[src/logic/fpq_pkg.sv]
package fpq_pkg;
    // Bus widths of the flash side
    localparam int ADDR_W = 21;
    localparam int DATA_W = 8;
    // Command and address constants of the flash
    localparam logic [7:0]  CMD_QUERY   = 8'h98;
    localparam logic [20:0] ADDR_QUERY  = 21'h000055;
    localparam logic [7:0]  CMD_RESET   = 8'hf0;
    localparam logic [7:0]  CMD_UNLK1   = 8'haa;
    localparam logic [7:0]  CMD_UNLK2   = 8'h55;
    localparam logic [7:0]  CMD_IDENT   = 8'h90;
    localparam logic [20:0] ADDR_UNLK1  = 21'h000555;
    localparam logic [20:0] ADDR_UNLK2  = 21'h0002aa;
    localparam logic [20:0] ADDR_PROT   = 21'h000002;
    localparam logic [7:0]  PROT_YES    = 8'h01;
    // Strobe timing; STROBE_NS of 50 ns sets the strobe width, above the 5 ns glitch limit
    localparam int CLK_NS      = 10;
    localparam int GLITCH_NS   = 5;
    localparam int STROBE_NS   = 50;
    localparam int STROBE_CYC  = (STROBE_NS + CLK_NS - 1) / CLK_NS;
    localparam int GAP_CYC     = (STROBE_NS + CLK_NS - 1) / CLK_NS;
    localparam int CNT_W       = 4;
    // Command register offsets of this controller
    localparam logic [3:0] REG_ADDR   = 4'h0;
    localparam logic [3:0] REG_WDATA  = 4'h1;
    localparam logic [3:0] REG_CTRL   = 4'h2;
    localparam logic [3:0] REG_STATUS = 4'h3;
    localparam logic [3:0] REG_RDATA  = 4'h4;
    // Control operations written to REG_CTRL
    localparam logic [2:0] OP_WRITE   = 3'h1;
    localparam logic [2:0] OP_READ    = 3'h2;
    localparam logic [2:0] OP_QUERY   = 3'h3;
    localparam logic [2:0] OP_RESET   = 3'h4;
    localparam logic [2:0] OP_PROTCHK = 3'h5;
    localparam logic [2:0] OP_IDENT   = 3'h6;
    // Reset values
    localparam logic [20:0] ADDR_RST  = 21'h000000;
    localparam logic [7:0]  BYTE_RST  = 8'h00;
    typedef enum logic [2:0] {
        S_IDLE, S_SETUP, S_STROBE, S_HOLD, S_GAP
    } fpq_state_t;
endpackage : fpq_pkg

[src/logic/fpq_host.sv]
// Implementation choices: the strobed register port and the placing of the registers.
`timescale 1ns/1ns
// Host controller driving an asynchronous byte-wide flash bus
module fpq_host (
    input  wire logic        ref_clk_in,
    input  wire logic        rstn_in,
    input  wire logic [3:0]  reg_addr_in,
    input  wire logic [31:0] reg_wdata_in,
    input  wire logic        reg_wr_in,
    input  wire logic        reg_rd_in,
    output logic      [31:0] reg_rdata_out,
    output logic      [20:0] flash_addr_out,
    output logic      [7:0]  data_lines_out,
    output logic             data_lines_oe_n_out,
    input  wire logic [7:0]  data_lines_in,
    output logic             flash_ce_n_out,
    output logic             flash_we_n_out,
    output logic             flash_oe_n_out,
    output logic             reset_hv_out,
    output logic             flash_reset_n_out
);
    // ==================================================================
    // Register file
    logic [20:0] addr_reg;
    logic [7:0]  wdata_reg;
    logic [7:0]  rdata_reg;
    logic        temp_unprot_reg;
    logic        busy_reg;
    logic        query_reg;
    logic        ident_reg;
    logic        prot_reg;
    logic [2:0]  op_reg;
    logic [31:0] rdata_next;
    logic [7:0]  pin_s1_reg;
    logic [7:0]  pin_s2_reg;

    wire sel_addr   = reg_addr_in == fpq_pkg::REG_ADDR;
    wire sel_wdata  = reg_addr_in == fpq_pkg::REG_WDATA;
    wire sel_ctrl   = reg_addr_in == fpq_pkg::REG_CTRL;
    wire sel_status = reg_addr_in == fpq_pkg::REG_STATUS;
    wire sel_rdata  = reg_addr_in == fpq_pkg::REG_RDATA;
    // A new operation is only taken while idle; others are dropped
    wire [2:0] ctrl_op = reg_wdata_in[2:0];
    wire start = reg_wr_in && sel_ctrl && !busy_reg && ctrl_op != 3'h0;
    wire [31:0] status_word = {26'h0, prot_reg, ident_reg, query_reg,
                               temp_unprot_reg, 1'b0, busy_reg};

    assign rdata_next = !reg_rd_in  ? 32'h0 :
                        sel_addr    ? {11'h0, addr_reg} :
                        sel_wdata   ? {24'h0, wdata_reg} :
                        sel_ctrl    ? {28'h0, temp_unprot_reg, op_reg} :
                        sel_status  ? status_word :
                        sel_rdata   ? {24'h0, rdata_reg} : 32'h0;

    // ==================================================================
    // Bus sequencer
    fpq_pkg::fpq_state_t state_reg;
    logic [3:0] cnt_reg;
    logic [1:0] step_reg;
    logic       is_read;

    // Reads keep write-strobe high; writes keep output-enable high
    assign is_read = (op_reg == fpq_pkg::OP_READ) ||
                     (op_reg == fpq_pkg::OP_PROTCHK && step_reg == 2'd0);

    // Address and data presented per step of the sequence
    logic [20:0] step_addr;
    logic [7:0]  step_data;
    always_comb begin
        step_addr = addr_reg;
        step_data = wdata_reg;
        case (op_reg)
            fpq_pkg::OP_QUERY: begin
                step_addr = fpq_pkg::ADDR_QUERY;
                step_data = fpq_pkg::CMD_QUERY;
            end
            fpq_pkg::OP_RESET: begin // Address is don't care
                step_data = fpq_pkg::CMD_RESET;
            end
            fpq_pkg::OP_PROTCHK: begin // Sector plus offset 02h
                step_addr = {addr_reg[20:16], 16'h0} | fpq_pkg::ADDR_PROT;
            end
            fpq_pkg::OP_IDENT: begin
                if (step_reg == 2'd2) begin
                    step_addr = fpq_pkg::ADDR_UNLK1;
                    step_data = fpq_pkg::CMD_UNLK1;
                end else if (step_reg == 2'd1) begin
                    step_addr = fpq_pkg::ADDR_UNLK2;
                    step_data = fpq_pkg::CMD_UNLK2;
                end else begin
                    step_addr = fpq_pkg::ADDR_UNLK1;
                    step_data = fpq_pkg::CMD_IDENT;
                end
            end
            default: begin
                step_addr = addr_reg;
                step_data = wdata_reg;
            end
        endcase
    end

    wire cnt_done = cnt_reg == 4'(fpq_pkg::STROBE_CYC - 1);
    wire gap_done = cnt_reg == 4'(fpq_pkg::GAP_CYC - 1);

    // Pin input synchroniser
    always_ff @(posedge ref_clk_in or negedge rstn_in) begin
        if (!rstn_in) begin
            pin_s1_reg <= fpq_pkg::BYTE_RST;
            pin_s2_reg <= fpq_pkg::BYTE_RST;
        end else begin
            pin_s1_reg <= data_lines_in;
            pin_s2_reg <= pin_s1_reg;
        end
    end

    // Software registers
    always_ff @(posedge ref_clk_in or negedge rstn_in) begin
        if (!rstn_in) begin
            addr_reg        <= fpq_pkg::ADDR_RST;
            wdata_reg       <= fpq_pkg::BYTE_RST;
            temp_unprot_reg <= 1'b0;
            reg_rdata_out   <= 32'h0;
        end else begin
            reg_rdata_out <= rdata_next;
            if (reg_wr_in && sel_addr)
                addr_reg <= reg_wdata_in[20:0];
            if (reg_wr_in && sel_wdata)
                wdata_reg <= reg_wdata_in[7:0];
            // High voltage on reset input only; idle bus when switching
            if (reg_wr_in && sel_ctrl && !busy_reg)
                temp_unprot_reg <= reg_wdata_in[3];
        end
    end

    // Strobe sequencer; strobes last 50 ns, well above the glitch limit
    always_ff @(posedge ref_clk_in or negedge rstn_in) begin
        if (!rstn_in) begin
            state_reg <= fpq_pkg::S_IDLE;
            cnt_reg   <= 4'h0;
            step_reg  <= 2'd0;
            op_reg    <= 3'h0;
            busy_reg  <= 1'b0;
        end else begin
            case (state_reg)
                fpq_pkg::S_IDLE: begin
                    if (start) begin
                        op_reg    <= ctrl_op;
                        busy_reg  <= 1'b1;
                        step_reg  <= (ctrl_op == fpq_pkg::OP_IDENT) ?
                                     2'd2 : 2'd0;
                        state_reg <= fpq_pkg::S_SETUP;
                    end
                end
                fpq_pkg::S_SETUP: begin
                    cnt_reg   <= 4'h0;
                    state_reg <= fpq_pkg::S_STROBE;
                end
                fpq_pkg::S_STROBE: begin
                    cnt_reg <= cnt_reg + 4'h1;
                    if (cnt_done)
                        state_reg <= fpq_pkg::S_HOLD;
                end
                fpq_pkg::S_HOLD: begin
                    cnt_reg   <= 4'h0;
                    state_reg <= fpq_pkg::S_GAP;
                end
                fpq_pkg::S_GAP: begin
                    cnt_reg <= cnt_reg + 4'h1;
                    if (gap_done) begin
                        if (step_reg != 2'd0) begin
                            step_reg  <= step_reg - 2'd1;
                            state_reg <= fpq_pkg::S_SETUP;
                        end else begin
                            busy_reg  <= 1'b0;
                            state_reg <= fpq_pkg::S_IDLE;
                        end
                    end
                end
                default: state_reg <= fpq_pkg::S_IDLE;
            endcase
        end
    end

    // Mode tracking and captured read data
    always_ff @(posedge ref_clk_in or negedge rstn_in) begin
        if (!rstn_in) begin
            query_reg <= 1'b0; // Device starts in array read
            ident_reg <= 1'b0;
            prot_reg  <= 1'b0;
            rdata_reg <= fpq_pkg::BYTE_RST;
        end else if (state_reg == fpq_pkg::S_HOLD) begin
            if (is_read)
                rdata_reg <= pin_s2_reg;
            if (op_reg == fpq_pkg::OP_PROTCHK)
                prot_reg <= pin_s2_reg == fpq_pkg::PROT_YES;
            if (op_reg == fpq_pkg::OP_QUERY)
                query_reg <= 1'b1;
            if (op_reg == fpq_pkg::OP_IDENT && step_reg == 2'd0)
                ident_reg <= 1'b1;
            // Reset leaves query first, back to ident if it came from there
            if (op_reg == fpq_pkg::OP_RESET) begin
                if (query_reg)
                    query_reg <= 1'b0;
                else
                    ident_reg <= 1'b0;
            end
        end
    end

    // ==================================================================
    // Pin drivers, all registered
    wire strobe_on = state_reg == fpq_pkg::S_STROBE;
    wire drive_on  = !is_read && state_reg != fpq_pkg::S_IDLE;
    always_ff @(posedge ref_clk_in or negedge rstn_in) begin
        if (!rstn_in) begin
            // Idle bus: write-strobe and chip-select high
            flash_addr_out      <= fpq_pkg::ADDR_RST;
            data_lines_out      <= fpq_pkg::BYTE_RST;
            data_lines_oe_n_out <= 1'b1;
            flash_ce_n_out      <= 1'b1;
            flash_we_n_out      <= 1'b1;
            flash_oe_n_out      <= 1'b1;
            reset_hv_out        <= 1'b0;
            flash_reset_n_out   <= 1'b0;
        end else begin
            flash_reset_n_out   <= 1'b1;
            // Only the reset pin ever gets the high voltage
            reset_hv_out        <= temp_unprot_reg;
            flash_addr_out      <= step_addr;
            data_lines_out      <= step_data;
            data_lines_oe_n_out <= !drive_on;
            flash_ce_n_out      <= !strobe_on;
            // Writes: chip-select and write-strobe low, output-enable high
            flash_we_n_out      <= !(strobe_on && !is_read);
            flash_oe_n_out      <= !(strobe_on && is_read);
        end
    end

    // Never drive both strobes low together
    a_strobe_excl: assert property (
        @(posedge ref_clk_in) disable iff (!rstn_in)
        !(!flash_we_n_out && !flash_oe_n_out))
        else $error("write and output strobes low together");
    // Write strobe pulse spans several cycles
    a_strobe_wide: assert property (
        @(posedge ref_clk_in) disable iff (!rstn_in)
        $fell(flash_we_n_out) |-> !flash_we_n_out [*5])
        else $error("write strobe too short");
    // Data driven while write strobe low
    a_write_drive: assert property (
        @(posedge ref_clk_in) disable iff (!rstn_in)
        !flash_we_n_out |-> !data_lines_oe_n_out && !flash_ce_n_out)
        else $error("write without driven data");
    // Reads keep the host off the data lines to avoid contention
    a_read_release: assert property (
        @(posedge ref_clk_in) disable iff (!rstn_in)
        !flash_oe_n_out |-> flash_we_n_out && data_lines_oe_n_out)
        else $error("read while host drives the data lines");
    // Query entry goes out as its fixed code at its fixed address
    a_query_cmd: assert property (
        @(posedge ref_clk_in) disable iff (!rstn_in)
        !flash_we_n_out && op_reg == fpq_pkg::OP_QUERY |->
        data_lines_out == fpq_pkg::CMD_QUERY &&
        flash_addr_out == fpq_pkg::ADDR_QUERY)
        else $error("query write with wrong address or data");
    // Reset command always carries its code; address is free
    a_reset_cmd: assert property (
        @(posedge ref_clk_in) disable iff (!rstn_in)
        !flash_we_n_out && op_reg == fpq_pkg::OP_RESET |->
        data_lines_out == fpq_pkg::CMD_RESET)
        else $error("reset write with wrong data");
    // Identification entry opens with the first unlock cycle
    a_ident_unlock: assert property (
        @(posedge ref_clk_in) disable iff (!rstn_in)
        $fell(flash_we_n_out) && op_reg == fpq_pkg::OP_IDENT &&
        step_reg == 2'd2 |-> data_lines_out == fpq_pkg::CMD_UNLK1 &&
        flash_addr_out == fpq_pkg::ADDR_UNLK1)
        else $error("identification entry without unlock cycle");
    // High voltage pin follows the control bit one cycle later
    a_hv_follow: assert property (
        @(posedge ref_clk_in) disable iff (!rstn_in)
        reset_hv_out == $past(temp_unprot_reg))
        else $error("reset high voltage out of step with control");
endmodule : fpq_host

[config.mk]
export PLATFORM = sky130hd
export DESIGN_NAME = fpq_host
export DESIGN_NICKNAME = d
export VERILOG_FILES = /design/src/logic/fpq_pkg.sv /design/src/logic/fpq_host.sv
export SDC_FILE = /design/constraint.sdc
export NUM_CORES = 1
export LEC_CHECK = 0
export BUFFER_PORTS_ARGS = -buffer_cell sky130_fd_sc_hd__buf_2
export CAP_MARGIN = 10
export CORE_UTILIZATION = 23
export CTS_BUF_LIST = sky130_fd_sc_hd__clkbuf_8
export DETAILED_ROUTE_END_ITERATION = 10
export PLACE_DENSITY_LB_ADDON = 0.05
export SYNTH_ARGS = -nofsm -noshare
export SYNTH_HDL_FRONTEND = slang
export SYNTH_SLANG_ARGS = --single-unit
[constraint.sdc]
create_clock -name ref_clk_in -period 2.9 [get_ports ref_clk_in]
set_input_delay 0.435 -clock ref_clk_in [delete_from_list [all_inputs] [get_ports ref_clk_in]]
set_output_delay 0.435 -clock ref_clk_in [all_outputs]
set_load 0.01 [all_outputs]
== Word level (Yosys, flattened, before mapping) ==
Index checks and enable logic that the tools add are counted.

* Bits in registers: 126
* Bits of input ports: 48
* Logic and storage cells: 114

* Equal/unequal tests: 23
* Add/sub/neg operators: 2
* Muxes and demuxes: 33
* Reductions and logical operators: 33

{| class="wikitable"
|+ Operators with widths
! operator !! count
|-
| case mux 21 bit (3 select lines) || 1
|-
| 2-to-1 mux 8 bit || 6
|-
| 2-to-1 mux 21 bit || 2
|-
| case mux 8 bit (3 select lines) || 1
|-
| 2-to-1 mux 11 bit || 2
|-
| equality test 3 bit (second input constant) || 5
|-
| case mux 3 bit (5 select lines) || 1
|-
| equality test 3 x 2 -> 1 bit (second input constant) || 4
|-
| logical AND 1 bit || 10
|-
| 2-to-1 mux 1 bit || 10
|-
| inequality test 2 bit (second input constant) || 5
|-
| 2-to-1 mux 3 bit || 3
|-
| equality test 4 x 2 -> 1 bit (second input constant) || 2
|-
| equality test 4 x 3 -> 1 bit (second input constant) || 2
|-
| equality test 8 x 1 -> 1 bit (second input constant) || 1
|-
| 2-to-1 mux 2 bit || 4
|-
| case mux 4 bit (2 select lines) || 1
|-
| AND reduction 4 bit || 2
|-
| logical NOT 1 bit || 6
|-
| AND reduction 2 bit || 3
|-
| nonzero test 2 bit || 3
|-
| nonzero test 3 bit || 2
|-
| adder 4 x 1 -> 4 bit (second input constant) || 1
|-
| equality test 4 x 1 -> 1 bit (second input constant) || 1
|-
| other kinds (12) || 13
|}

== Logic depth before layout (Yosys ltp) ==
* Word-level depth: 7
* Mapped depth: 6

== Worst setup path before layout ==
Ideal clock, no wire load.

* Path kind: flip-flop to flip-flop
* Start: register step_reg[0]
* End: register rdata_reg[0]
* Data required time: 2.775 ns
* Stages on the path, launching flop included: 7
* Setup slack: 1.223 ns
* Period minus slack after synthesis: 1.677 ns
* Arrival: 1.552 ns
* Cell sequence: dfrtp_1 inv_1 ha_1 inv_1 o2bb2a_2 nor2_4 mux2_2

* Word-level cells in the longest chain between the ends: 4

{| class="wikitable"
|+ RTL lines
! item !! line !! source
|-
| start: declaration || fpq_host.sv:59 || <nowiki>logic [1:0] step_reg;</nowiki>
|-
| start signal: assignment || fpq_host.sv:149 || <nowiki>step_reg <= (ctrl_op == fpq_pkg::OP_IDENT) ?</nowiki>
|-
| start signal: assignment || fpq_host.sv:171 || <nowiki>step_reg <= step_reg - 2'd1;</nowiki>
|-
| logical NOT 2 bit || fpq_host.sv:64 || <nowiki>(op_reg == fpq_pkg::OP_PROTCHK && step_reg == 2'd0);</nowiki>
|-
| logical AND 1 bit || fpq_host.sv:64 ||
|-
| logical OR 1 bit || fpq_host.sv:63 || <nowiki>assign is_read = (op_reg == fpq_pkg::OP_READ) ||</nowiki>
|-
| AND reduction 2 bit (no source line) || -- ||
|-
| end signal: assignment || fpq_host.sv:190 || <nowiki>rdata_reg <= fpq_pkg::BYTE_RST;</nowiki>
|-
| end signal: assignment || fpq_host.sv:193 || <nowiki>rdata_reg <= pin_s2_reg;</nowiki>
|-
| end: declaration || fpq_host.sv:26 || <nowiki>logic [7:0] rdata_reg;</nowiki>
|}

Every way passes these cells.
A chain may end at the register's enable or synchronous reset.

== Worst setup path after layout ==
* Start: register step_reg[0]
* End: register rdata_reg[5]

Same word-level chain as after synthesis.

==> impl_metrics.yaml <==
job:
  drv_cap: 0
detailed_routing:
  post-route-drc-count: 0
  vias_per_cell: 4.35
  drtIter0Drc: 169
  wl_per_cell_um: 17.3
  firstDrtPassIters: 4
  antenna_left: 0
  wirelength_um: 14300
  vias: 3597
timing:
  finalClockSkew_ns: 0.0138
  postLayoutSetupSlackWorst_ns: 0.997
  tightest_slew_ns: 0.707
  fmax_mhz: 525
  post-route-period-util_pct: 65.6
  drv_slew: 0
  rsz0062_at_grt: "no"
  setup_viol: 0
  slew-limit-headroom_pct: 52.9
  fin_tns_setup_ns: 0
  finalCriticalPeriod_ns: 1.90
  finalHoldViolations: 0
clock_network:
  postCtsSetupRepairBufs: 0
  cts_buffer_depth: 2
  clk_pin_slew_ns: 0.08
  worstSkewPairLatency_ns: 0.44
  htreeDepth: 4
  numCtsBuffers: 17
  ctsResizeCount: 0
  cts_sinks: 126
  cts_tree: "built"
  cts.hold.buffers_added: 0
  cts_root_buf: "clkbuf_8"
placed_design:
  io_buffers: 92
  place.gp.congestion: 0.718
  dp_slack_ns: 0.959
  place_area_um2: 6090
  dp_hpwl_um: 10100
setup_path:
  worstPathMaxFanout: 8
  required_ns: 3.22
  arrival_ns: 2.23
  r2r_setup_slack_ns: 1.0
  path_class: "reg2reg"
  cp-startpoint: "step_reg[0]"
  endpoint_kind: "flop"
  cp-start-kind: "flop"
  reg2reg_from: "step_reg[0]"
  worstRegToRegCells: 6
  r2r_end: "rdata_reg[5]"
yosys:
  avgSynthCellArea_um2: 12.5
  ys_ff_latch: 126
  ys_warn_count: 0
  syn-cell-area_um2: 5320
  ys_types: 58
  synthTopCellsByArea: "dfrtp_1, mux2_4, mux2_2, o21ai_0, and3_1"
  yosys.area_share.xor_xnor_pct: 0.329
  synth_top_area_share_pct: 57.4
  synthArstFlopShare_pct: 100
  netlist_instances: 427
  synth_compound_area_share_pct: 11.5
  synth_top_cell_by_area: "dfrtp_1"
  synthSimpleGateAreaFrac_pct: 11.6
  synthFlopType: "dfrtp_1"
  synth_top_family_by_area: "simple AND/OR/NAND/NOR gates"
  synth_edf_count: 0
  synth.mux.area_fraction_pct: 11.1
  ys_seq_area_share_pct: 59.3
  yosys.area_share.adder_pct: 1.41
cells_and_area:
  drive_gt1_share_pct: 35.5
  final_area_um2: 6430
  area_growth_pct: 20.9
  final_cell_mix: "dfrtp_1, buf_2, o21ai_0"
  nets: 582
  final_common_cell: "dfrtp_1"
min_path:
  holdCritPathClass: "in2async"
die:
  rows: 55
  ios: 115
  die_x_um: 154
  dieArea_um2: 23700
  core_um2: 22600
  chipHeight_um: 154
  start_util_pct: 23.5
global_routing:
  grt_max_degree: 55
  antenna_found_initial: 1
  grt_overflow: 0
  grt_use_total_pct: 13.0
  grt_pass1_vias: 3844
  grt_pass1_wl_um: 22700
pwr:
  p_leak_uw: 0.00313
  power_density_nw_per_um2: 697
  vdd_drop_max_uv: 235
status:
  outcome: "completed"
cells by family (layout without fill, tap and decap cells):
group,count (synthesis),in the layout
compound gates,97,97
xor+xnor,2,2
fa+ha+maj,6,6
buf+inv,45,149
flops,126,126
mux,46,46
other cells,2,13
simple gates,103,103
power by group:
part	leakage (uW)	internal [uW]	total [uW]	switching, uW
sequential	0.00159	2050	2270	219
combinational	0.00136	411	853	442
clock	0.000186	656	1360	707
total	0.00313	3120	4480	1370
through the flow:
step	cells	power [uW]	hold slack [ns]	utilization (%)
2_1_floorplan	437	2790	0.139	-
3_3_place_gp	794	3150	0.335	26.9
3_5_place_dp	794	3170	0.335	26.9
4_1_cts	826	4570	0.0301	28.4
5_1_grt	826	4780	0.0479	28.4
6_report	827	4480	0.0286	28.4
per-layer routing:
| metal | GRT usage, % | vias to the layer above | wire, um | share of wire (%) |
|---|---|---|---|---|
| met1 | 16.8 | 1802 | 6650 | 46 |
| met5 | 0 | - | 0 | 0 |
| met4 | 5.00 | 0 | 193 | 1.3 |
| li1 | - | 1697 | - | - |
| met3 | 3.21 | 12 | 609 | 4.2 |
| met2 | 20.7 | 86 | 6890 | 48 |
layout make-up:
| type | instances | area, um2 |
|---|---|---|
| fill | 2325 | 16200 |
| clock inverter | 15 | 110 |
| inverter | 13 | 48.8 |
| antenna | 1 | 2.50 |
| sequential | 126 | 3160 |
| tap | 285 | 357 |
| multi-input combinational | 266 | 1960 |
| clock buffer | 17 | 234 |
| timing repair buffer | 104 | 566 |
synth_stat cells (10+ instances only):
| library cell | number |
|---|---|
| and3_1 | 19 |
| nor2_1 | 11 |
| o21ai_0 | 36 |
| a21oi_1 | 21 |
| clkbuf_1 | 13 |
| buf_4 | 11 |
| nand2_1 | 19 |
| nor2b_1 | 10 |
| mux2_2 | 24 |
| mux2_4 | 20 |
| dfrtp_1 | 122 |
| inv_1 | 13 |
critical path, stage by stage, from the launching register on:
cell      delay, ns
dfrtp_1        0.43
inv_1          0.10
ha_1           0.23
inv_1          0.10
o2bb2a_2       0.31
nor2_4         0.26
mux2_2         0.37
worst max-delay path by stage:
stage / depth (start not counted) / endpoint / slack (ns)
after CTS: 6 / rdata_reg[5] / 0.96
after detailed placement: 5 / step_reg[1] / 0.96
after global placement: 6 / rdata_reg[2] / 0.97
after global routing: 6 / rdata_reg[2] / 0.87
after floorplan: 6 / rdata_reg[0] / 1.22
final: 6 / rdata_reg[5] / 1.0
(Power assumes the default switching activity.)
